[src/hdlc_pkg.sv]
// Package for the HDLC processing unit: register offsets, field positions, reset values and types.
// Assumes a 32-bit AHB-Lite bus with one register per aligned word.
`default_nettype none
package hdlc_pkg;
   localparam logic [7:0] OFF_BT_CTRL0 = 8'h00;
   localparam logic [7:0] OFF_BT_CTRL1 = 8'h04;
   localparam logic [7:0] OFF_WAVE_CTRL0 = 8'h08;
   localparam logic [7:0] OFF_WAVE_CTRL1 = 8'h0C;
   localparam logic [7:0] OFF_WAVE_PERIOD = 8'h10;
   localparam logic [7:0] OFF_WAVE_EDGE = 8'h14;
   localparam logic [7:0] OFF_FUNC_SEL = 8'h18;
   localparam logic [7:0] OFF_FUNC_EN = 8'h1C;
   localparam logic [7:0] OFF_MODE = 8'h20;
   localparam logic [7:0] OFF_EXT_MODE = 8'h24;
   localparam logic [7:0] OFF_CONTROL = 8'h28;
   localparam logic [7:0] OFF_TX_EXT = 8'h2C;
   localparam logic [7:0] OFF_RX_EXT = 8'h30;
   localparam logic [7:0] OFF_IRQ_FLAG = 8'h34;
   localparam logic [7:0] OFF_CMP0 = 8'h38;
   localparam logic [7:0] OFF_CMP1 = 8'h3C;
   localparam logic [7:0] OFF_CMP2 = 8'h40;
   localparam logic [7:0] OFF_CMP3 = 8'h44;
   localparam logic [7:0] OFF_MSK0 = 8'h48;
   localparam logic [7:0] OFF_MSK1 = 8'h4C;
   localparam logic [7:0] OFF_TX_CRC = 8'h50;
   localparam logic [7:0] OFF_RX_CRC = 8'h54;
   localparam logic [7:0] OFF_TX_OUT = 8'h58;
   localparam logic [7:0] OFF_RX_IN = 8'h5C;
   localparam logic [7:0] OFF_RX_BUF = 8'h60;
   localparam logic [7:0] OFF_TX_BUF = 8'h64;
   localparam logic [7:0] OFF_CLK_SEL = 8'h68;
   localparam logic [7:0] OFF_PRESCALE = 8'h6C;
   // Field positions.
   localparam int CTL_TX_EN = 0;
   localparam int CTL_TX_EMPTY = 1;
   localparam int CTL_RX_EN = 2;
   localparam int CTL_RX_DONE = 3;
   localparam int CTL_SHIFT_EMPTY = 5;
   localparam int MODE_IRS = 4;
   localparam int TXE_CRC_EN = 3;
   localparam int TXE_STUFF_LO = 6;
   localparam int RXE_FLAG_CMP = 3;
   localparam int RXE_CRC_EN = 4;
   localparam int RXE_SHIFT_EN = 5;
   localparam int RXE_STUFF_LO = 6;
   localparam int IRF_STUFF_ERR = 4;
   localparam int IRF_ABORT = 5;
   localparam int CLK_U1_LO = 2;
   localparam int CLK_U1_HI = 3;
   localparam int BT0_SRC_LO = 6;
   // Reset values and constants.
   localparam logic [15:0] CRC_INIT = 16'hFFFF;
   localparam logic [15:0] CRC_POLY = 16'h1021;
   localparam logic [7:0] BT_CTRL1_SINGLE_PHASE = 8'h12;
   localparam logic [7:0] REG8_RST = 8'h00;
   localparam logic [15:0] REG16_RST = 16'h0000;
   localparam logic [2:0] STUFF_RUN = 3'h5;
   localparam logic [2:0] ERR_RUN = 3'h7;
   localparam logic [2:0] F8_LAST = 3'h7;
   typedef enum logic {TX_IDLE, TX_SHIFT} tx_state_t;
   typedef enum logic {RX_IDLE, RX_SHIFT} rx_state_t;
   typedef struct packed {
      logic valid;
      logic write;
      logic [7:0] addr;
   } ahb_req_t;
   typedef struct packed {
      logic stuff_err;
      logic abort;
      logic [3:0] cmp_hit;
      logic rx_done;
   } rx_evt_t;
endpackage
`default_nettype wire

[src/hdlc_unit.sv]
// HDLC processing unit with its transfer clock generator and an AHB-Lite register slave.
// Assumes one AHB master issuing single word transfers; the slave never inserts wait states.
//
// Decided for this implementation: the register addresses and the AHB-Lite slave port.
`default_nettype none
module hdlc_unit
   import hdlc_pkg::*;
(
   input wire logic clk_sys_in,
   input wire logic arst_n_in,
   input wire logic hsel_in,
   input wire logic [31:0] haddr_in,
   input wire logic [1:0] htrans_in,
   input wire logic hwrite_in,
   input wire logic [2:0] hsize_in,
   input wire logic [31:0] hwdata_in,
   input wire logic hready_in,
   output logic [31:0] hrdata_out,
   output logic hreadyout_out,
   output logic hresp_out,
   output logic tx_irq_out,
   output logic rx_irq_out,
   output logic bt_irq_out,
   output logic transfer_clk_out
);
   ahb_req_t req_ff;
   logic [31:0] hrdata_ff;
   logic [7:0] bt_ctrl0_ff, bt_ctrl1_ff, wave_ctrl0_ff, wave_ctrl1_ff, func_sel_ff, func_en_ff;
   logic [15:0] wave_period_ff, wave_edge_ff;
   logic [7:0] mode_ff, ext_mode_ff, tx_ext_ff, rx_ext_ff, irq_sel_ff;
   logic [7:0] cmp0_ff, cmp1_ff, cmp2_ff, cmp3_ff, msk0_ff, msk1_ff;
   logic [7:0] clk_sel_ff, prescale_ff, rx_in_ff, rx_buf_ff, tx_buf_ff, tx_out_ff;
   logic [15:0] tx_crc_ff, rx_crc_ff;
   logic tx_en_ff, rx_en_ff, tx_empty_ff, shift_empty_ff, rx_done_ff, abort_ff, stuff_err_ff;
   logic tx_irq_ff, rx_irq_ff, bt_irq_ff;
   // Address phase capture and write decode.
   wire addr_take = hsel_in && htrans_in[1] && hready_in;
   wire wr_en = req_ff.valid && req_ff.write;
   wire rd_take = addr_take && !hwrite_in;
   wire [7:0] wr_addr = req_ff.addr;
   wire [7:0] wd8 = hwdata_in[7:0];
   wire wr_bt0 = wr_en && wr_addr == OFF_BT_CTRL0;
   wire wr_bt1 = wr_en && wr_addr == OFF_BT_CTRL1;
   wire wr_wc0 = wr_en && wr_addr == OFF_WAVE_CTRL0;
   wire wr_wc1 = wr_en && wr_addr == OFF_WAVE_CTRL1;
   wire wr_per = wr_en && wr_addr == OFF_WAVE_PERIOD;
   wire wr_edg = wr_en && wr_addr == OFF_WAVE_EDGE;
   wire wr_fs = wr_en && wr_addr == OFF_FUNC_SEL;
   wire wr_fe = wr_en && wr_addr == OFF_FUNC_EN;
   wire wr_mode = wr_en && wr_addr == OFF_MODE;
   wire wr_emode = wr_en && wr_addr == OFF_EXT_MODE;
   wire wr_ctl = wr_en && wr_addr == OFF_CONTROL;
   wire wr_txe = wr_en && wr_addr == OFF_TX_EXT;
   wire wr_rxe = wr_en && wr_addr == OFF_RX_EXT;
   wire wr_irf = wr_en && wr_addr == OFF_IRQ_FLAG;
   wire wr_c0 = wr_en && wr_addr == OFF_CMP0;
   wire wr_c1 = wr_en && wr_addr == OFF_CMP1;
   wire wr_c2 = wr_en && wr_addr == OFF_CMP2;
   wire wr_c3 = wr_en && wr_addr == OFF_CMP3;
   wire wr_m0 = wr_en && wr_addr == OFF_MSK0;
   wire wr_m1 = wr_en && wr_addr == OFF_MSK1;
   wire wr_rxin = wr_en && wr_addr == OFF_RX_IN;
   wire wr_txb = wr_en && wr_addr == OFF_TX_BUF;
   wire wr_cs = wr_en && wr_addr == OFF_CLK_SEL;
   wire wr_ps = wr_en && wr_addr == OFF_PRESCALE;
   wire rd_rxbuf = rd_take && haddr_in[7:0] == OFF_RX_BUF;
   // Clock sources.
   logic [4:0] pre_cnt_ff;
   logic [2:0] f8_cnt_ff;
   logic [5:0] bt_cnt_ff;
   logic [16:0] wave_cnt_ff;
   logic wave_ff;
   wire [3:0] pre_n = prescale_ff[3:0];
   wire [4:0] pre_last = 5'({pre_n, 1'b0} - 5'h01);
   wire f2n_tick = (pre_n == 4'h0) || (pre_cnt_ff == pre_last);
   wire f8_tick = f8_cnt_ff == F8_LAST;
   wire bt_src_tick = (bt_ctrl0_ff[BT0_SRC_LO +: 2] == 2'b00) ? 1'b1 : f2n_tick;
   wire [4:0] bt_div = bt_ctrl0_ff[4:0];
   wire [5:0] bt_last = 6'({bt_div, 1'b0} - 6'h01);
   wire fbt_tick = bt_src_tick && ((bt_div == 5'h00) || (bt_cnt_ff == bt_last));
   wire wave_on = bt_ctrl1_ff == BT_CTRL1_SINGLE_PHASE && func_sel_ff[1:0] == 2'b00
                  && func_en_ff[1:0] == 2'b11;
   // The last count is twice the period plus 3, so it fits in 17 bits only for periods up to 0xFFFE.
   wire [16:0] wave_last = 17'({1'b0, wave_period_ff, 1'b0} + 18'h00003);
   wire wave_rise = wave_on && fbt_tick && wave_cnt_ff == {1'b0, wave_edge_ff};
   wire [3:0] tick_by_sel = {f8_tick, f2n_tick, 1'b1, wave_rise};
   wire bit_tick = tick_by_sel[clk_sel_ff[CLK_U1_HI:CLK_U1_LO]];
   always_ff @(posedge clk_sys_in or negedge arst_n_in)
   begin
      if (!arst_n_in)
      begin
         pre_cnt_ff <= 5'h00;
         f8_cnt_ff <= 3'h0;
         bt_cnt_ff <= 6'h00;
         wave_cnt_ff <= 17'h00000;
         wave_ff <= 1'b0;
      end
      else
      begin
         pre_cnt_ff <= f2n_tick ? 5'h00 : 5'(pre_cnt_ff + 5'h01);
         f8_cnt_ff <= 3'(f8_cnt_ff + 3'h1);
         if (bt_src_tick)
            bt_cnt_ff <= fbt_tick ? 6'h00 : 6'(bt_cnt_ff + 6'h01);
         if (!wave_on)
         begin
            wave_cnt_ff <= 17'h00000;
            wave_ff <= 1'b0;
         end
         else if (fbt_tick)
         begin
            wave_cnt_ff <= (wave_cnt_ff == wave_last) ? 17'h00000 : 17'(wave_cnt_ff + 17'h00001);
            if (wave_cnt_ff == wave_last)
               wave_ff <= 1'b0;
            else if (wave_rise)
               wave_ff <= 1'b1;
         end
      end
   end
   // Transmit path: buffer, shift, stuffing, CRC and output assembly.
   tx_state_t tx_state_ff;
   logic [7:0] tx_sr_ff, tx_asm_ff;
   logic [3:0] tx_bits_ff, tx_asm_cnt_ff;
   logic [2:0] tx_ones_ff;
   wire tx_stuff_en = tx_ext_ff[TXE_STUFF_LO +: 2] != 2'b00;
   wire tx_step = tx_state_ff == TX_SHIFT && bit_tick;
   wire tx_insert = tx_stuff_en && tx_ones_ff == STUFF_RUN;
   wire tx_bit = tx_insert ? 1'b0 : tx_sr_ff[0];
   wire tx_last = tx_step && !tx_insert && tx_bits_ff == 4'h7;
   wire tx_load = tx_en_ff && !tx_empty_ff && (tx_state_ff == TX_IDLE || tx_last);
   wire [15:0] tx_crc_sh = {tx_crc_ff[14:0], 1'b0};
   wire [15:0] tx_crc_nx = (tx_bit ^ tx_crc_ff[15]) ? (tx_crc_sh ^ CRC_POLY) : tx_crc_sh;
   wire [7:0] tx_asm_nx = {tx_bit, tx_asm_ff[7:1]};
   wire tx_asm_full = tx_step && tx_asm_cnt_ff == 4'h7;
   always_ff @(posedge clk_sys_in or negedge arst_n_in)
   begin
      if (!arst_n_in)
      begin
         tx_state_ff <= TX_IDLE;
         tx_sr_ff <= REG8_RST;
         tx_asm_ff <= REG8_RST;
         tx_bits_ff <= 4'h0;
         tx_asm_cnt_ff <= 4'h0;
         tx_ones_ff <= 3'h0;
         tx_crc_ff <= CRC_INIT;
         tx_out_ff <= REG8_RST;
      end
      else
      begin
         if (tx_load)
         begin
            tx_state_ff <= TX_SHIFT;
            tx_sr_ff <= tx_buf_ff;
            tx_bits_ff <= 4'h0;
         end
         else if (tx_last)
            tx_state_ff <= TX_IDLE;
         if (tx_step)
         begin
            if (!tx_insert && !tx_load)
            begin
               tx_sr_ff <= {1'b0, tx_sr_ff[7:1]};
               tx_bits_ff <= 4'(tx_bits_ff + 4'h1);
            end
            tx_ones_ff <= tx_bit ? 3'(tx_ones_ff + 3'h1) : 3'h0;
            tx_asm_ff <= tx_asm_nx;
            tx_asm_cnt_ff <= tx_asm_full ? 4'h0 : 4'(tx_asm_cnt_ff + 4'h1);
            if (tx_asm_full)
               tx_out_ff <= tx_asm_nx;
            if (tx_ext_ff[TXE_CRC_EN] && !tx_insert)
               tx_crc_ff <= tx_crc_nx;
         end
         if (!tx_en_ff)
            tx_crc_ff <= CRC_INIT;
      end
   end
   // Receive path: input register, destuffing, CRC and byte assembly.
   rx_state_t rx_state_ff;
   logic [7:0] rx_sr_ff, rx_asm_ff;
   logic [3:0] rx_bits_ff, rx_asm_cnt_ff;
   logic [2:0] rx_ones_ff;
   wire rx_stuff_en = rx_ext_ff[RXE_STUFF_LO +: 2] != 2'b00;
   wire rx_step = rx_state_ff == RX_SHIFT && bit_tick && rx_ext_ff[RXE_SHIFT_EN];
   wire rx_bit = rx_sr_ff[0];
   wire rx_drop = rx_stuff_en && rx_ones_ff == STUFF_RUN && !rx_bit;
   wire rx_keep = rx_step && !rx_drop;
   wire [7:0] rx_asm_nx = {rx_bit, rx_asm_ff[7:1]};
   wire rx_full = rx_keep && rx_asm_cnt_ff == 4'h7;
   wire [15:0] rx_crc_sh = {rx_crc_ff[14:0], 1'b0};
   wire [15:0] rx_crc_nx = (rx_bit ^ rx_crc_ff[15]) ? (rx_crc_sh ^ CRC_POLY) : rx_crc_sh;
   wire rx_start = wr_rxin && rx_en_ff;
   wire [7:0] rx_byte = rx_asm_nx;
   rx_evt_t rx_evt;
   assign rx_evt.rx_done = rx_full;
   assign rx_evt.cmp_hit[0] = rx_full && rx_ext_ff[0] && ((rx_byte ^ cmp0_ff) & ~msk0_ff) == 8'h00;
   assign rx_evt.cmp_hit[1] = rx_full && rx_ext_ff[1] && ((rx_byte ^ cmp1_ff) & ~msk1_ff) == 8'h00;
   assign rx_evt.cmp_hit[2] = rx_full && rx_ext_ff[2] && rx_byte == cmp2_ff;
   assign rx_evt.cmp_hit[3] = rx_full && rx_ext_ff[RXE_FLAG_CMP] && rx_byte == cmp3_ff;
   assign rx_evt.abort = rx_evt.cmp_hit[0] || rx_evt.cmp_hit[1];
   assign rx_evt.stuff_err = rx_step && rx_stuff_en && rx_bit && rx_ones_ff == ERR_RUN - 3'h1;
   always_ff @(posedge clk_sys_in or negedge arst_n_in)
   begin
      if (!arst_n_in)
      begin
         rx_state_ff <= RX_IDLE;
         rx_sr_ff <= REG8_RST;
         rx_asm_ff <= REG8_RST;
         rx_bits_ff <= 4'h0;
         rx_asm_cnt_ff <= 4'h0;
         rx_ones_ff <= 3'h0;
         rx_crc_ff <= CRC_INIT;
         rx_buf_ff <= REG8_RST;
      end
      else
      begin
         if (rx_start)
         begin
            rx_state_ff <= RX_SHIFT;
            rx_sr_ff <= wd8;
            rx_bits_ff <= 4'h0;
         end
         else if (rx_step)
         begin
            rx_sr_ff <= {1'b0, rx_sr_ff[7:1]};
            rx_bits_ff <= 4'(rx_bits_ff + 4'h1);
            if (rx_bits_ff == 4'h7)
               rx_state_ff <= RX_IDLE;
         end
         if (rx_step)
            rx_ones_ff <= rx_bit ? ((rx_ones_ff == ERR_RUN) ? ERR_RUN : 3'(rx_ones_ff + 3'h1)) : 3'h0;
         if (rx_keep)
         begin
            rx_asm_ff <= rx_asm_nx;
            rx_asm_cnt_ff <= rx_full ? 4'h0 : 4'(rx_asm_cnt_ff + 4'h1);
            if (rx_ext_ff[RXE_CRC_EN])
               rx_crc_ff <= rx_crc_nx;
         end
         if (rx_full)
            rx_buf_ff <= rx_byte;
         if (rx_evt.cmp_hit[3])
            rx_crc_ff <= CRC_INIT;
      end
   end
   // Interrupt request selection.
   wire [15:0] rx_cause_vec = {9'h000, rx_evt.stuff_err, rx_evt.abort, rx_evt.cmp_hit, rx_evt.rx_done};
   wire rx_irq_nx = rx_cause_vec[irq_sel_ff[3:0]];
   wire tx_irq_nx = mode_ff[MODE_IRS] ? tx_last : tx_load;
   wire bt_irq_nx = bt_ctrl0_ff[5] ? wave_rise : (wave_on && fbt_tick && wave_cnt_ff == wave_last);
   // Register file.
   always_ff @(posedge clk_sys_in or negedge arst_n_in)
   begin
      if (!arst_n_in)
      begin
         req_ff <= '0;
         {bt_ctrl0_ff, bt_ctrl1_ff, wave_ctrl0_ff, wave_ctrl1_ff} <= {4{REG8_RST}};
         {func_sel_ff, func_en_ff, mode_ff, ext_mode_ff} <= {4{REG8_RST}};
         {tx_ext_ff, rx_ext_ff, irq_sel_ff, clk_sel_ff, prescale_ff} <= {5{REG8_RST}};
         {cmp0_ff, cmp1_ff, cmp2_ff, cmp3_ff, msk0_ff, msk1_ff} <= {6{REG8_RST}};
         {wave_period_ff, wave_edge_ff} <= {2{REG16_RST}};
         {rx_in_ff, tx_buf_ff} <= {2{REG8_RST}};
         {tx_en_ff, rx_en_ff, rx_done_ff, abort_ff, stuff_err_ff} <= 5'h00;
         {tx_empty_ff, shift_empty_ff} <= 2'h3;
         {tx_irq_ff, rx_irq_ff, bt_irq_ff} <= 3'h0;
      end
      else
      begin
         req_ff <= '{valid: addr_take, write: hwrite_in, addr: haddr_in[7:0]};
         if (wr_bt0) bt_ctrl0_ff <= wd8;
         if (wr_bt1) bt_ctrl1_ff <= wd8;
         if (wr_wc0) wave_ctrl0_ff <= wd8;
         if (wr_wc1) wave_ctrl1_ff <= wd8;
         if (wr_per) wave_period_ff <= hwdata_in[15:0];
         if (wr_edg) wave_edge_ff <= hwdata_in[15:0];
         if (wr_fs) func_sel_ff <= wd8;
         if (wr_fe) func_en_ff <= wd8;
         if (wr_mode) mode_ff <= wd8;
         if (wr_emode) ext_mode_ff <= wd8;
         if (wr_txe) tx_ext_ff <= wd8 & 8'hD8;
         if (wr_rxe) rx_ext_ff <= wd8;
         if (wr_irf) irq_sel_ff <= {4'h0, wd8[3:0]};
         if (wr_c0) cmp0_ff <= wd8;
         if (wr_c1) cmp1_ff <= wd8;
         if (wr_c2) cmp2_ff <= wd8;
         if (wr_c3) cmp3_ff <= wd8;
         if (wr_m0) msk0_ff <= wd8;
         if (wr_m1) msk1_ff <= wd8;
         if (wr_rxin) rx_in_ff <= wd8;
         if (wr_cs) clk_sel_ff <= wd8;
         if (wr_ps) prescale_ff <= wd8;
         if (wr_ctl)
         begin
            tx_en_ff <= hwdata_in[CTL_TX_EN];
            rx_en_ff <= hwdata_in[CTL_RX_EN];
         end
         if (wr_txb)
            tx_buf_ff <= wd8;
         else if (rx_full)
            tx_buf_ff <= rx_byte;
         if (wr_txb)
            tx_empty_ff <= 1'b0;
         else if (tx_load)
            tx_empty_ff <= 1'b1;
         if (tx_load)
            shift_empty_ff <= 1'b0;
         else if (tx_last)
            shift_empty_ff <= 1'b1;
         if (rx_full)
            rx_done_ff <= 1'b1;
         else if (rd_rxbuf)
            rx_done_ff <= 1'b0;
         if (rx_evt.abort)
            abort_ff <= 1'b1;
         else if (wr_irf && !wd8[IRF_ABORT])
            abort_ff <= 1'b0;
         if (rx_evt.stuff_err)
            stuff_err_ff <= 1'b1;
         else if (wr_irf && !wd8[IRF_STUFF_ERR])
            stuff_err_ff <= 1'b0;
         tx_irq_ff <= tx_irq_nx;
         rx_irq_ff <= rx_irq_nx;
         bt_irq_ff <= bt_irq_nx;
      end
   end
   // Read mux, sampled in the address phase so data stands in the data phase.
   logic [31:0] rd_mux;
   wire [7:0] ctl_rd = {2'b00, shift_empty_ff, 1'b0, rx_done_ff, rx_en_ff, tx_empty_ff, tx_en_ff};
   wire [7:0] irf_rd = {2'b00, abort_ff, stuff_err_ff, irq_sel_ff[3:0]};
   always_comb
   begin
      case (haddr_in[7:0])
         OFF_BT_CTRL0: rd_mux = {24'h000000, bt_ctrl0_ff};
         OFF_BT_CTRL1: rd_mux = {24'h000000, bt_ctrl1_ff};
         OFF_WAVE_CTRL0: rd_mux = {24'h000000, wave_ctrl0_ff};
         OFF_WAVE_CTRL1: rd_mux = {24'h000000, wave_ctrl1_ff};
         OFF_WAVE_PERIOD: rd_mux = {16'h0000, wave_period_ff};
         OFF_WAVE_EDGE: rd_mux = {16'h0000, wave_edge_ff};
         OFF_FUNC_SEL: rd_mux = {24'h000000, func_sel_ff};
         OFF_FUNC_EN: rd_mux = {24'h000000, func_en_ff};
         OFF_MODE: rd_mux = {24'h000000, mode_ff};
         OFF_EXT_MODE: rd_mux = {24'h000000, ext_mode_ff};
         OFF_CONTROL: rd_mux = {24'h000000, ctl_rd};
         OFF_TX_EXT: rd_mux = {24'h000000, tx_ext_ff};
         OFF_RX_EXT: rd_mux = {24'h000000, rx_ext_ff};
         OFF_IRQ_FLAG: rd_mux = {24'h000000, irf_rd};
         OFF_CMP0: rd_mux = {24'h000000, cmp0_ff};
         OFF_CMP1: rd_mux = {24'h000000, cmp1_ff};
         OFF_CMP2: rd_mux = {24'h000000, cmp2_ff};
         OFF_CMP3: rd_mux = {24'h000000, cmp3_ff};
         OFF_MSK0: rd_mux = {24'h000000, msk0_ff};
         OFF_MSK1: rd_mux = {24'h000000, msk1_ff};
         OFF_TX_CRC: rd_mux = {16'h0000, tx_crc_ff};
         OFF_RX_CRC: rd_mux = {16'h0000, rx_crc_ff};
         OFF_TX_OUT: rd_mux = {24'h000000, tx_out_ff};
         OFF_RX_IN: rd_mux = {24'h000000, rx_in_ff};
         OFF_RX_BUF: rd_mux = {24'h000000, rx_buf_ff};
         OFF_TX_BUF: rd_mux = {24'h000000, tx_buf_ff};
         OFF_CLK_SEL: rd_mux = {24'h000000, clk_sel_ff};
         OFF_PRESCALE: rd_mux = {24'h000000, prescale_ff};
         default: rd_mux = 32'h00000000;
      endcase
   end
   always_ff @(posedge clk_sys_in or negedge arst_n_in)
   begin
      if (!arst_n_in)
         hrdata_ff <= 32'h00000000;
      else if (rd_take)
         hrdata_ff <= rd_mux;
   end
   assign hrdata_out = hrdata_ff;
   assign hreadyout_out = 1'b1;
   assign hresp_out = 1'b0;
   assign tx_irq_out = tx_irq_ff;
   assign rx_irq_out = rx_irq_ff;
   assign bt_irq_out = bt_irq_ff;
   assign transfer_clk_out = wave_ff;
endmodule
`default_nettype wire

[config.mk]
export PLATFORM = sky130hd
export DESIGN_NAME = hdlc_unit
export DESIGN_NICKNAME = d
export VERILOG_FILES = /design/src/hdlc_pkg.sv /design/src/hdlc_unit.sv
export SDC_FILE = /design/constraint.sdc
export NUM_CORES = 1
export LEC_CHECK = 0
export ABC_AREA = 1
export ABC_CLOCK_PERIOD_IN_PS = 2200
export BUFFER_PORTS_ARGS = -buffer_cell sky130_fd_sc_hd__buf_2
export CAP_MARGIN = 0
export CELL_PAD_IN_SITES_DETAIL_PLACEMENT = 1
export CELL_PAD_IN_SITES_GLOBAL_PLACEMENT = 2
export CORE_MARGIN = 2
export CORE_UTILIZATION = 33
export DETAILED_ROUTE_END_ITERATION = 12
export PLACE_DENSITY = 0.76
export SLEW_MARGIN = 0
export SYNTH_ARGS = -nofsm -noshare
export SYNTH_HDL_FRONTEND = slang
export SYNTH_SLANG_ARGS = --single-unit
[constraint.sdc]
create_clock -name clk_sys_in -period 2.2 [get_ports clk_sys_in]
set_input_delay 0.66 -clock clk_sys_in [delete_from_list [all_inputs] [get_ports clk_sys_in]]
set_output_delay 0.66 -clock clk_sys_in [all_outputs]
set_load 0.005 [all_outputs]
## Yosys cells after proc, flatten, opt, wreduce, memory -nomap -nowiden

Index checks and enable logic that the tools add are counted.
W data, S select, Z words.

- Register bits after elaboration: 380
- Bits of input ports: 74
- Output and inout bits: 38
- Word-level logic and storage cells: 314

- $add $sub $neg: 13
- $lt $le $gt $ge: 2
- Equal/unequal tests: 71
- Multiplexer cells: 58
- Bitwise operators: 11
- Reductions and logical operators: 101

Operators by type and width:

| cell | count |
|---|---|
| $pmux W16 S28 | 1 |
| $eq A8 B7 Y1 const B | 20 |
| $eq A8 B6 Y1 const B | 16 |
| $mux W16 | 6 |
| $eq A8 B5 Y1 const B | 9 |
| $logic_and A1 B1 Y1 | 64 |
| $mux W8 | 7 |
| $mux W17 | 3 |
| $eq A8 B4 Y1 const B | 4 |
| $logic_not A8 Y1 | 4 |
| $mux W4 | 7 |
| $mux W13 | 2 |
| $mux W1 | 25 |
| $reduce_bool A2 Y1 | 12 |
| $add A17 B1 Y17 const B | 1 |
| $add A17 B2 Y17 const B | 1 |
| $eq A17 B16 Y1 | 1 |
| $eq A17 B17 Y1 | 1 |
| $add A4 B1 Y4 const B | 4 |
| $and A8 B8 Y8 | 2 |
| $eq A4 B3 Y1 const B | 4 |
| $eq A8 B3 Y1 const B | 2 |
| $eq A8 B8 Y1 | 2 |
| $not A8 Y8 | 2 |
| 29 further kinds | 56 |

## Logic depth before layout (Yosys ltp)

Gate-level depths: netlist of run 1.

- Depth after elaboration: 18
- Mapped depth: 20
- Mapped depth without buffers: 19

## Worst setup path after synthesis of run 1

No wires, ideal clock.

- Path kind: register -> register
- Start point: reg bt_ctrl0_ff[0]
- End point: reg tx_out_ff[4]
- Library setup time: 121 ps
- Data arrival time: 2176 ps
- Required time: 2079 ps
- Path slack: -97 ps
- Cell stages (with the launch flop): 16
- Path buffers: 2
- Clock period less this slack: 2297 ps
- Path through: dfrtp_1 -> inv_2 -> ha_1 -> xnor2_1 -> nor2_1 -> nand2_1 -> o21bai_2 -> nand4_2 -> nand2_2 -> nand2_4 -> nor2_4 -> buf_4 -> nand4_2 -> buf_2 -> nand2_1 -> o21ai_1

- Word-level cells in the longest chain between the ends: 11
- Elaborated cells on any way between the ends: 12
- Those cells by class: 1 x add/sub; 1 x eq/ne; 2 x mux; 8 x reduce/logical

RTL lines:

| item | line | text |
|---|---|---|
| from (decl) | hdlc_unit.sv:28 | `logic [7:0] bt_ctrl0_ff, bt_ctrl1_ff, wave_ctrl0_ff, wave_ctrl1_ff, func_sel_ff, func_en_ff;` |
| from (signal assigned) | hdlc_unit.sv:254 | `{bt_ctrl0_ff, bt_ctrl1_ff, wave_ctrl0_ff, wave_ctrl1_ff} <= {4{REG8_RST}};` |
| from (signal assigned) | hdlc_unit.sv:267 | `if (wr_bt0) bt_ctrl0_ff <= wd8;` |
| $sub A6 B1 Y6 | hdlc_unit.sv:79 | `wire [5:0] bt_last = 6'({bt_div, 1'b0} - 6'h01);` |
| $eq A6 B6 Y1 | hdlc_unit.sv:80 | `wire fbt_tick = bt_src_tick && ((bt_div == 5'h00) \|\| (bt_cnt_ff == bt_last));` |
| $logic_or A1 B1 Y1 (*) | hdlc_unit.sv:80 |  |
| $logic_and A1 B1 Y1 (*) | hdlc_unit.sv:80 |  |
| $logic_and A1 B1 Y1 (*) (2 in a row) | hdlc_unit.sv:85 | `wire wave_rise = wave_on && fbt_tick && wave_cnt_ff == {1'b0, wave_edge_ff};` |
| $bmux W1 S2 (*) | hdlc_unit.sv:87 | `wire bit_tick = tick_by_sel[clk_sel_ff[CLK_U1_HI:CLK_U1_LO]];` |
| $mux W1 (implied by the code) (*) | hdlc_unit.sv:87 |  |
| $logic_and A1 B1 Y1 (*) | hdlc_unit.sv:125 | `wire tx_step = tx_state_ff == TX_SHIFT && bit_tick;` |
| $logic_and A1 B1 Y1 | hdlc_unit.sv:133 | `wire tx_asm_full = tx_step && tx_asm_cnt_ff == 4'h7;` |
| $reduce_and A2 Y1 (no line) (*) | n/a |  |
| to (signal assigned) | hdlc_unit.sv:168 | `tx_out_ff <= tx_asm_nx;` |
| to (decl) | hdlc_unit.sv:32 | `logic [7:0] clk_sel_ff, prescale_ff, rx_in_ff, rx_buf_ff, tx_buf_ff, tx_out_ff;` |

Mark *: on every way between the ends. The rest lies on a longest branch, timed or not. The select of a mux whose other input is x is not followed.
A chain may end at the register's enable or synchronous reset.

## Worst setup path in the final report of run 1

- Start point: reg prescale_ff[0]
- End point: reg tx_buf_ff[2]

- Word-level cells in the longest chain between the ends: 14
- Elaborated cells on any way between the ends: 15
- Those cells by class: 1 x add/sub; 1 x eq/ne; 3 x mux; 10 x reduce/logical

RTL lines:

| item | line | text |
|---|---|---|
| from (decl) | hdlc_unit.sv:32 |  |
| from (signal assigned) | hdlc_unit.sv:256 | `{tx_ext_ff, rx_ext_ff, irq_sel_ff, clk_sel_ff, prescale_ff} <= {5{REG8_RST}};` |
| from (signal assigned) | hdlc_unit.sv:288 | `if (wr_ps) prescale_ff <= wd8;` |
| $sub A5 B1 Y5 | hdlc_unit.sv:74 | `wire [4:0] pre_last = 5'({pre_n, 1'b0} - 5'h01);` |
| $eq A5 B5 Y1 | hdlc_unit.sv:75 | `wire f2n_tick = (pre_n == 4'h0) \|\| (pre_cnt_ff == pre_last);` |
| $logic_or A1 B1 Y1 (*) | hdlc_unit.sv:75 |  |
| $mux W1 | hdlc_unit.sv:77 | `wire bt_src_tick = (bt_ctrl0_ff[BT0_SRC_LO +: 2] == 2'b00) ? 1'b1 : f2n_tick;` |
| $logic_and A1 B1 Y1 | hdlc_unit.sv:80 |  |
| $logic_and A1 B1 Y1 (2 in a row) | hdlc_unit.sv:85 |  |
| $bmux W1 S2 (*) | hdlc_unit.sv:87 |  |
| $mux W1 (implied by the code) (*) | hdlc_unit.sv:87 |  |
| $logic_and A1 B1 Y1 (*) (2 in a row) | hdlc_unit.sv:182 | `wire rx_step = rx_state_ff == RX_SHIFT && bit_tick && rx_ext_ff[RXE_SHIFT_EN];` |
| $logic_and A1 B1 Y1 (*) | hdlc_unit.sv:185 | `wire rx_keep = rx_step && !rx_drop;` |
| $logic_and A1 B1 Y1 (*) | hdlc_unit.sv:187 | `wire rx_full = rx_keep && rx_asm_cnt_ff == 4'h7;` |
| $reduce_bool A2 Y1 (no line) (*) | n/a |  |
| to (signal assigned) | hdlc_unit.sv:259 | `{rx_in_ff, tx_buf_ff} <= {2{REG8_RST}};` |
| to (signal assigned) | hdlc_unit.sv:295 | `tx_buf_ff <= wd8;` |
| to (signal assigned) | hdlc_unit.sv:297 | `tx_buf_ff <= rx_byte;` |
| to (decl) | hdlc_unit.sv:32 |  |

Marks and branches as above.

==> impl_metrics.toml, run 1 <==
[routing]
via_per_inst = 5.13
drtIter0Drc = 1134
wirelength_mm = 68.2
dr_total_vias = 17000
drt_pass1_iterations = 5
remaining_drc_errors = 0
ant_nets = 0
wl_per_cell_microns = 20.6

[finish]
final_area_sq_mm = 0.0242
final_nets = 2678
fillers = 6340
fin_util_pct = 44.9
layout-drive-gt1-share_pct = 27.7
area.growth.synth_to_final_pct = 34.6

[global_route]
grt_pass1_wl_mm = 106
antenna_found_initial = 2
grt_max_degree = 80
grt_overflow_total = 0
grt_usage_pct = 24.4
grt_pass1_vias = 17900

[clock_tree]
htree_levels = 2
numCtsBuffers = 44
root_buffer = "clkbuf_16"
cts_buffer_depth = 3
clkTransAtPathRegs_ns = 0.06
clkLatencyLatePin_ns = 0.58
cts_tree = "done"
cts_num_sinks = 362

[synth]
synthFlopType = "dfrtp_1"
synth_most_common_cell = "nand2_1"
synth_cells = 2200
yosysSeqAreaShare_pct = 50.7
ys_seq_elements = 362
yosys_warnings = 0
syn_area_per_cell_sq_um = 8.16
synth_edf_count = 0
synthTopCellsByCount = "611 x nand2_1, 328 x dfrtp_1, 298 x o21ai_0"
yosysTopAreaCellShare_pct = 45.7
synthDistinctLibCells = 49
syn_area_sq_mm = 0.0179
synthTopCellsByArea = "dfrtp_1 46%, nand2_1 13%, o21ai_0 8.3%, inv_1 5.4%, dfstp_2 5.0%"
synth.largest_area_cell = "dfrtp_1"
synthArstFlopShare_pct = 100

[sta]
report.final.hold_viol_count = 0
clock_skew_ns = 0.0136
slew_viol_final = 0
worst_slew_pin_slew_ns = 0.612
fin_crit_ns = 2.61
fmax_mhz = 383
fin_ws_ns = -0.411
period_share_pct = 119
relSlewSlack_pct = 58.9
rsz0062_at_grt = "yes"
setup_viol = 133

[floorplan]
pin_count = 112
start_util_pct = 33.4
die_h_microns = 237
core-area_sq_mm = 0.0538
die_x_microns = 237
dieArea_sq_mm = 0.0563
num_rows = 85

[setup_path]
rrSetupSlack_ns = -0.41
end_kind = "flip-flop"
startpoint_type = "flip-flop"
critPathArrivalTime_ns = 3.05
startpoint = "prescale_ff[0]$_DFFE_PN0P_"
cp.required_ns = 2.64
r2r-end = "tx_buf_ff[2]$_DFFE_PN0P_"
cp_max_fo = 5
worstRegToRegCells = 18
timing.rr.start = "prescale_ff[0]$_DFFE_PN0P_"
timing.critical_path.to = "tx_buf_ff[2]$_DFFE_PN0P_"
worst-setup-path-type = "flip-flop to flip-flop"

[pwr]
p_int_uw = 12500
p_sw_share_pct = 27.8
p_clk_share_pct = 41.5
power.leakage_uw = 0.0121
seq_power_share_pct = 45.2
power.density_mw_per_mm2 = 715
p_switching_uw = 4800
peakVddDrop_mv = 0.595
power_frac_comb_pct = 13.3

[flow_run]
drv_cap = 0

[status]
violations = "setup timing"
status = "finished, violations left"

[placed_design]
io_buffers = 49
place_area_sq_mm = 0.0213
gp_congestion = 0.934
dp_hpwl_mm = 49.7

[hold_path]
hp-class = "primary input to flip-flop"
-- state kept, by name, indices dropped and copies added (netlist names), 16 cells and up --
register	count
wave_period_ff	16
hrdata_out	16
wave_edge_ff	16
wave_cnt_ff	17
tx_crc_ff	16
rx_crc_ff	16
-- kinds of logic (layout without fill, tap and decap cells) --
kind of cell | after synthesis | in the layout | share of synthesized area [%]
multiplexers | 1 | 1 | 0.0558
AND/OR/NAND/NOR | 916 | 918 | 21.6
adder cells (fa/ha/maj) | 17 | 17 | 1.19
XOR/XNOR | 54 | 54 | 2.64
buffers and inverters | 359 | 756 | 8.07
AO/OA/AOI/OAI | 489 | 489 | 15.7
other | 2 | 20 | 0.0418
flip-flops | 362 | 362 | 50.7
-- power groups by stage --
stage	clock (uW)	sequential, uW	combinational (uW)
2_1_floorplan	0	7720	1170
3_3_place_gp	0	7840	1900
3_5_place_dp	0	7870	2000
4_1_cts	7340	7770	2210
5_1_grt	7600	7870	2590
6_report	7170	7800	2300
-- cells in the final DEF (no fill, tap or decap), types with 17 or more instances in the layout --
master / count
buf_6: 46
nand2_2: 42
inv_1: 241
buf_2: 48
nor3_1: 26
nor2_1: 101
nor2_2: 20
xor2_1: 30
a21oi_2: 17
buf_4: 297
nand3_1: 47
o22ai_1: 38
dfrtp_1: 328
o211ai_1: 30
a21oi_1: 29
xnor2_1: 22
dfstp_2: 34
conb_1: 18
inv_2: 19
clkbuf_16: 46
o21ai_0: 254
a221oi_1: 25
nand4_1: 24
nand2_1: 559
o21ai_1: 40
-- worst max-delay path: stages (launching register included) --
cell,delay (ns)
dfrtp_1,0.39
inv_2,0.09
ha_4,0.20
xnor2_1,0.11
nor2_1,0.13
nand3_2,0.13
buf_6,0.15
nand2_4,0.05
inv_2,0.03
o21ai_2,0.14
buf_6,0.17
nand4_4,0.13
nor2_4,0.13
buf_12,0.14
buf_6,0.12
nor2_1,0.05
buf_4,0.15
nand2_2,0.05
o211ai_1,0.10
-- metal layers --
metal | track usage, % | share of wire (%) | up-vias
met5 | 0 | 0 | -
met4 | 8.48 | 3.3 | 0
met3 | 3.47 | 4.8 | 126
met2 | 39.8 | 47 | 388
met1 | 33.3 | 45 | 8513
li1 | - | - | 7973
-- worst min path at each step --
stage,startpoint,endpoint,slack (ns),cells past startpoint
floorplan,arst_n_in,abort_ff$_DFFE_PN0P_,0.36,0
global placement,f8_cnt_ff[0]$_DFF_PN0_,f8_cnt_ff[0]$_DFF_PN0_,0.41,1
detailed placement,f8_cnt_ff[0]$_DFF_PN0_,f8_cnt_ff[0]$_DFF_PN0_,0.44,1
CTS,haddr_in[0],wr_addr[0]$_DFF_PN0_,0.18,1
global route,haddr_in[0],wr_addr[0]$_DFF_PN0_,0.21,1
finish,haddr_in[0],wr_addr[0]$_DFF_PN0_,0.21,1
-- stage by stage --
step / hold slack (ns) / setup TNS (ns) / cells / setup slack [ns] / power (uW)
after floorplan: 0.364 / -1.01 / 2216 / -0.0718 / 8890
after global placement: 0.412 / -49.18 / 3182 / -0.588 / 9740
after detailed placement: 0.436 / -55.97 / 3182 / -0.606 / 9870
after CTS: 0.177 / -38.41 / 3290 / -0.406 / 17300
after global routing: 0.207 / -57.79 / 3311 / -0.564 / 18100
final: 0.208 / -36.90 / 3313 / -0.411 / 17300
-- cell type report --
type | count | area [sq um] | area share, %
Sequential cell | 362 | 9100 | 37.7
Multi-Input combinational cell | 1497 | 8330 | 34.5
Timing Repair Buffer | 414 | 3430 | 14.2
Clock buffer | 66 | 1330 | 5.49
Inverter | 268 | 1030 | 4.27
Tap cell | 696 | 871 | 3.60
Clock inverter | 8 | 65.1 | 0.269
Antenna cell | 2 | 5.00 | 0.0207
-- what timing repair did --
item	4_1_cts	5_1_grt
pin swaps	65	64
resized for setup	189	132
hold endpoints to repair	23	0
hold buffers	1	0
setup endpoints to repair	144	189
buffers inserted	29	25
gates cloned	5	1
No activity file was read; power rests on OpenSTA's default activity.
==> run 2, diff against run 1 <==
--- a/config.mk
+++ b/config.mk
@@ -8,13 +8,12 @@
 export ABC_AREA = 1
 export ABC_CLOCK_PERIOD_IN_PS = 2200
 export BUFFER_PORTS_ARGS = -buffer_cell sky130_fd_sc_hd__buf_2
-export CAP_MARGIN = 0
 export CELL_PAD_IN_SITES_DETAIL_PLACEMENT = 1
 export CELL_PAD_IN_SITES_GLOBAL_PLACEMENT = 2
 export CORE_MARGIN = 2
 export CORE_UTILIZATION = 33
 export DETAILED_ROUTE_END_ITERATION = 12
-export PLACE_DENSITY = 0.76
+export PLACE_DENSITY_LB_ADDON = 0.1
 export SLEW_MARGIN = 0
 export SYNTH_ARGS = -nofsm -noshare
 export SYNTH_HDL_FRONTEND = slang
==> run 2 against run 1 <==
Against the previous run: the flow still finishes with violations (setup timing); critical path depth is 4 lower; clock skew is 0.0023 ns lower; sequential share of layout area is 1.0 points lower; wire length is 4.3% higher; clock power is 6.6% higher; clock-buffer cell count is 2 higher; register-to-register slack worse by 0.03 ns; fmax is 1.1% lower; sequential power is 0.9% higher; non-clock buffer count is 11 higher; via count hardly changed; critical endpoint is now tx_sr_ff[4]$_DFF_PN0_; largest cell class unchanged.
==> impl_metrics.toml, run 2 (synthesis gave the netlist of run 1 again) <==
[pwr]
power.leakage_uw = 0.0124
power.density_mw_per_mm2 = 726
peakVddDrop_mv = 0.631
power_uw = 18000

[setup_path]
critPathArrivalTime_ns = 3.11
worstRegToRegCells = 14
timing.rr.start = "prescale_ff[1]$_DFFE_PN0P_"
startpoint_type = "flip-flop"
worst-setup-path-type = "flip-flop to flip-flop"
rrSetupSlack_ns = -0.44
cp.required_ns = 2.67
end_kind = "flip-flop"
r2r-end = "tx_sr_ff[4]$_DFF_PN0_"
cp_max_fo = 7

[global_route]
grt_util_met3_pct = 3.23
antenna_found_initial = 2
grt_pass1_wl_mm = 108
grt_pass1_vias = 17700
grt_max_degree = 63
grt_overflow_total = 0
busiest_layer = "met2"
grt.met2_usage_pct = 41.1
grt_usage_pct = 25.3
grt.met1_usage_pct = 35.4

[floorplan]
core-area_sq_mm = 0.0538
die_x_microns = 237
num_rows = 85
dieArea_sq_mm = 0.0563
start_util_pct = 33.4
pin_count = 112
die_h_microns = 237

[routing]
ant_nets = 0
drt_pass1_iterations = 5
drtIter0Drc = 1033
wl_per_cell_microns = 21.4
wirelength_mm = 71.2
dr_total_vias = 17000
remaining_drc_errors = 0
via_per_inst = 5.10

[finish]
area.growth.synth_to_final_pct = 38.4
largest_register_ffs = 17
final_nets = 2689
final_common_cell = "nand2_1"
layout_common_cells = "519 x nand2_1, 328 x dfrtp_1, 303 x buf_4, 245 x inv_1, 241 x o21ai_0"
top_register = "wave_cnt_ff"
fin_cells = 3330
layout-drive-gt1-share_pct = 30.8

[hold_path]
hp-class = "primary input to flip-flop"
hold_depth = 1
min_to = "wr_addr[0]$_DFF_PN0_"
min-delay-start = "haddr_in[0]"

[status]
status = "finished, violations left"
violations = "setup timing"

[sta]
setup_viol = 135
fin_ws_ns = -0.440
clock_skew_ns = 0.0113
relSlewSlack_pct = 60.1
period_share_pct = 120
slew_viol_final = 0
worst_slew_pin_slew_ns = 0.597
fmax_mhz = 379
rsz0062_at_grt = "yes"
hold_ws_ns = 0.211
report.final.hold_viol_count = 0
fin_crit_ns = 2.64

[clock_tree]
htree_levels = 2
cts_buffer_depth = 3
cts_num_sinks = 362
clkLatencyLatePin_ns = 0.58
clkTransAtPathRegs_ns = 0.06
cts_tree = "done"
numCtsBuffers = 45
root_buffer = "clkbuf_16"

[placed_design]
dp_hpwl_mm = 52.0
io_buffers = 49
placedCellCount = 3191
gp_congestion = 0.933

[flow_run]
drv_cap = 0
run 2: changes by cell type in the layout (fill, tap and decap cells not counted), sizes merged:
| cell | delta |
|---|---|
| clkinvlp | +2 |
| diode | -1 |
| bufinv | +2 |
| clkbuf | +5 |
| nand2 | -1 |
| clkinv | +2 |
| buf | +8 |
run 2: metal layers:
| metal | vias to the layer above | share of wire [%] |
|---|---|---|
| li1 | 7990 | - |
| met1 | 8536 | 46 |
| met2 | 352 | 47 |
| met3 | 107 | 4.2 |
| met4 | 0 | 2.3 |
| met5 | - | 0 |
run 2: per-stage QoR:
step                TNS (ns)  utilization, %  instance area (sq um)  setup slack (ns)
floorplan              -1.01               -                  18100           -0.0718
global placement      -75.17            39.6                  21300            -0.694
detailed placement    -82.49            39.6                  21300            -0.723
CTS                   -51.82            44.3                  23900            -0.498
global route          -57.24            46.2                  24800            -0.586
finish                -44.28            46.2                  24800            -0.440
run 2: how the worst max path moves through the flow:
stage | startpoint | endpoint | slack [ns]
floorplan | bt_ctrl0_ff[0]$_DFFE_PN0P_ | tx_sr_ff[7]$_DFF_PN0_ | -0.07
global placement | prescale_ff[1]$_DFFE_PN0P_ | rx_irq_out$_DFF_PN0_ | -0.69
detailed placement | prescale_ff[1]$_DFFE_PN0P_ | rx_crc_ff[2]$_DFFE_PN1P_ | -0.72
CTS | prescale_ff[1]$_DFFE_PN0P_ | wave_cnt_ff[15]$_DFFE_PN0P_ | -0.50
global route | prescale_ff[1]$_DFFE_PN0P_ | wave_cnt_ff[13]$_DFFE_PN0P_ | -0.59
finish | prescale_ff[1]$_DFFE_PN0P_ | tx_sr_ff[4]$_DFF_PN0_ | -0.44
run 2: area by class of cell:
cell class              count  area (sq um)
inverters                 268          1060
well taps                 696           871
clock inverters            14           153
fillers                  6374         29000
repair buffers            425          3570
flip-flops and latches    362          9100
multi-input cells        1496          8730
diodes                      1          2.50
clock buffers              68          1360
run 2: critical path, stage by stage (launching register included):
cell and delay, ns:
dfrtp_1 0.40, inv_2 0.09, ha_4 0.21, xnor2_2 0.13, nor2_2 0.14, nand3_4 0.12, nand3_4 0.19, nand4_4 0.16
nand2_4 0.16, nand2_8 0.10, o31ai_4 0.37, buf_6 0.18, nand3b_1 0.11, nand2_1 0.11, nor2_2 0.04
run 2: what timing repair did:
| item | CTS | global route |
|---|---|---|
| cloned | 3 | 4 |
| endpoints found under the setup margin | 139 | 201 |
| setup buffers | 36 | 27 |
| hold buffers | 1 | 0 |
| hold endpoints to repair | 5 | 0 |
| pin swaps | 53 | 58 |
| resized for setup | 222 | 222 |
run 2: report_power, final:
group          leakage (uW)  total [uW]  switching (uW)  internal, uW
registers           0.00377        7870             538          7330
logic               0.00793        2520            1500          1010
clock network      0.000740        7640            3050          4590
total                0.0124       18000            5090         12900
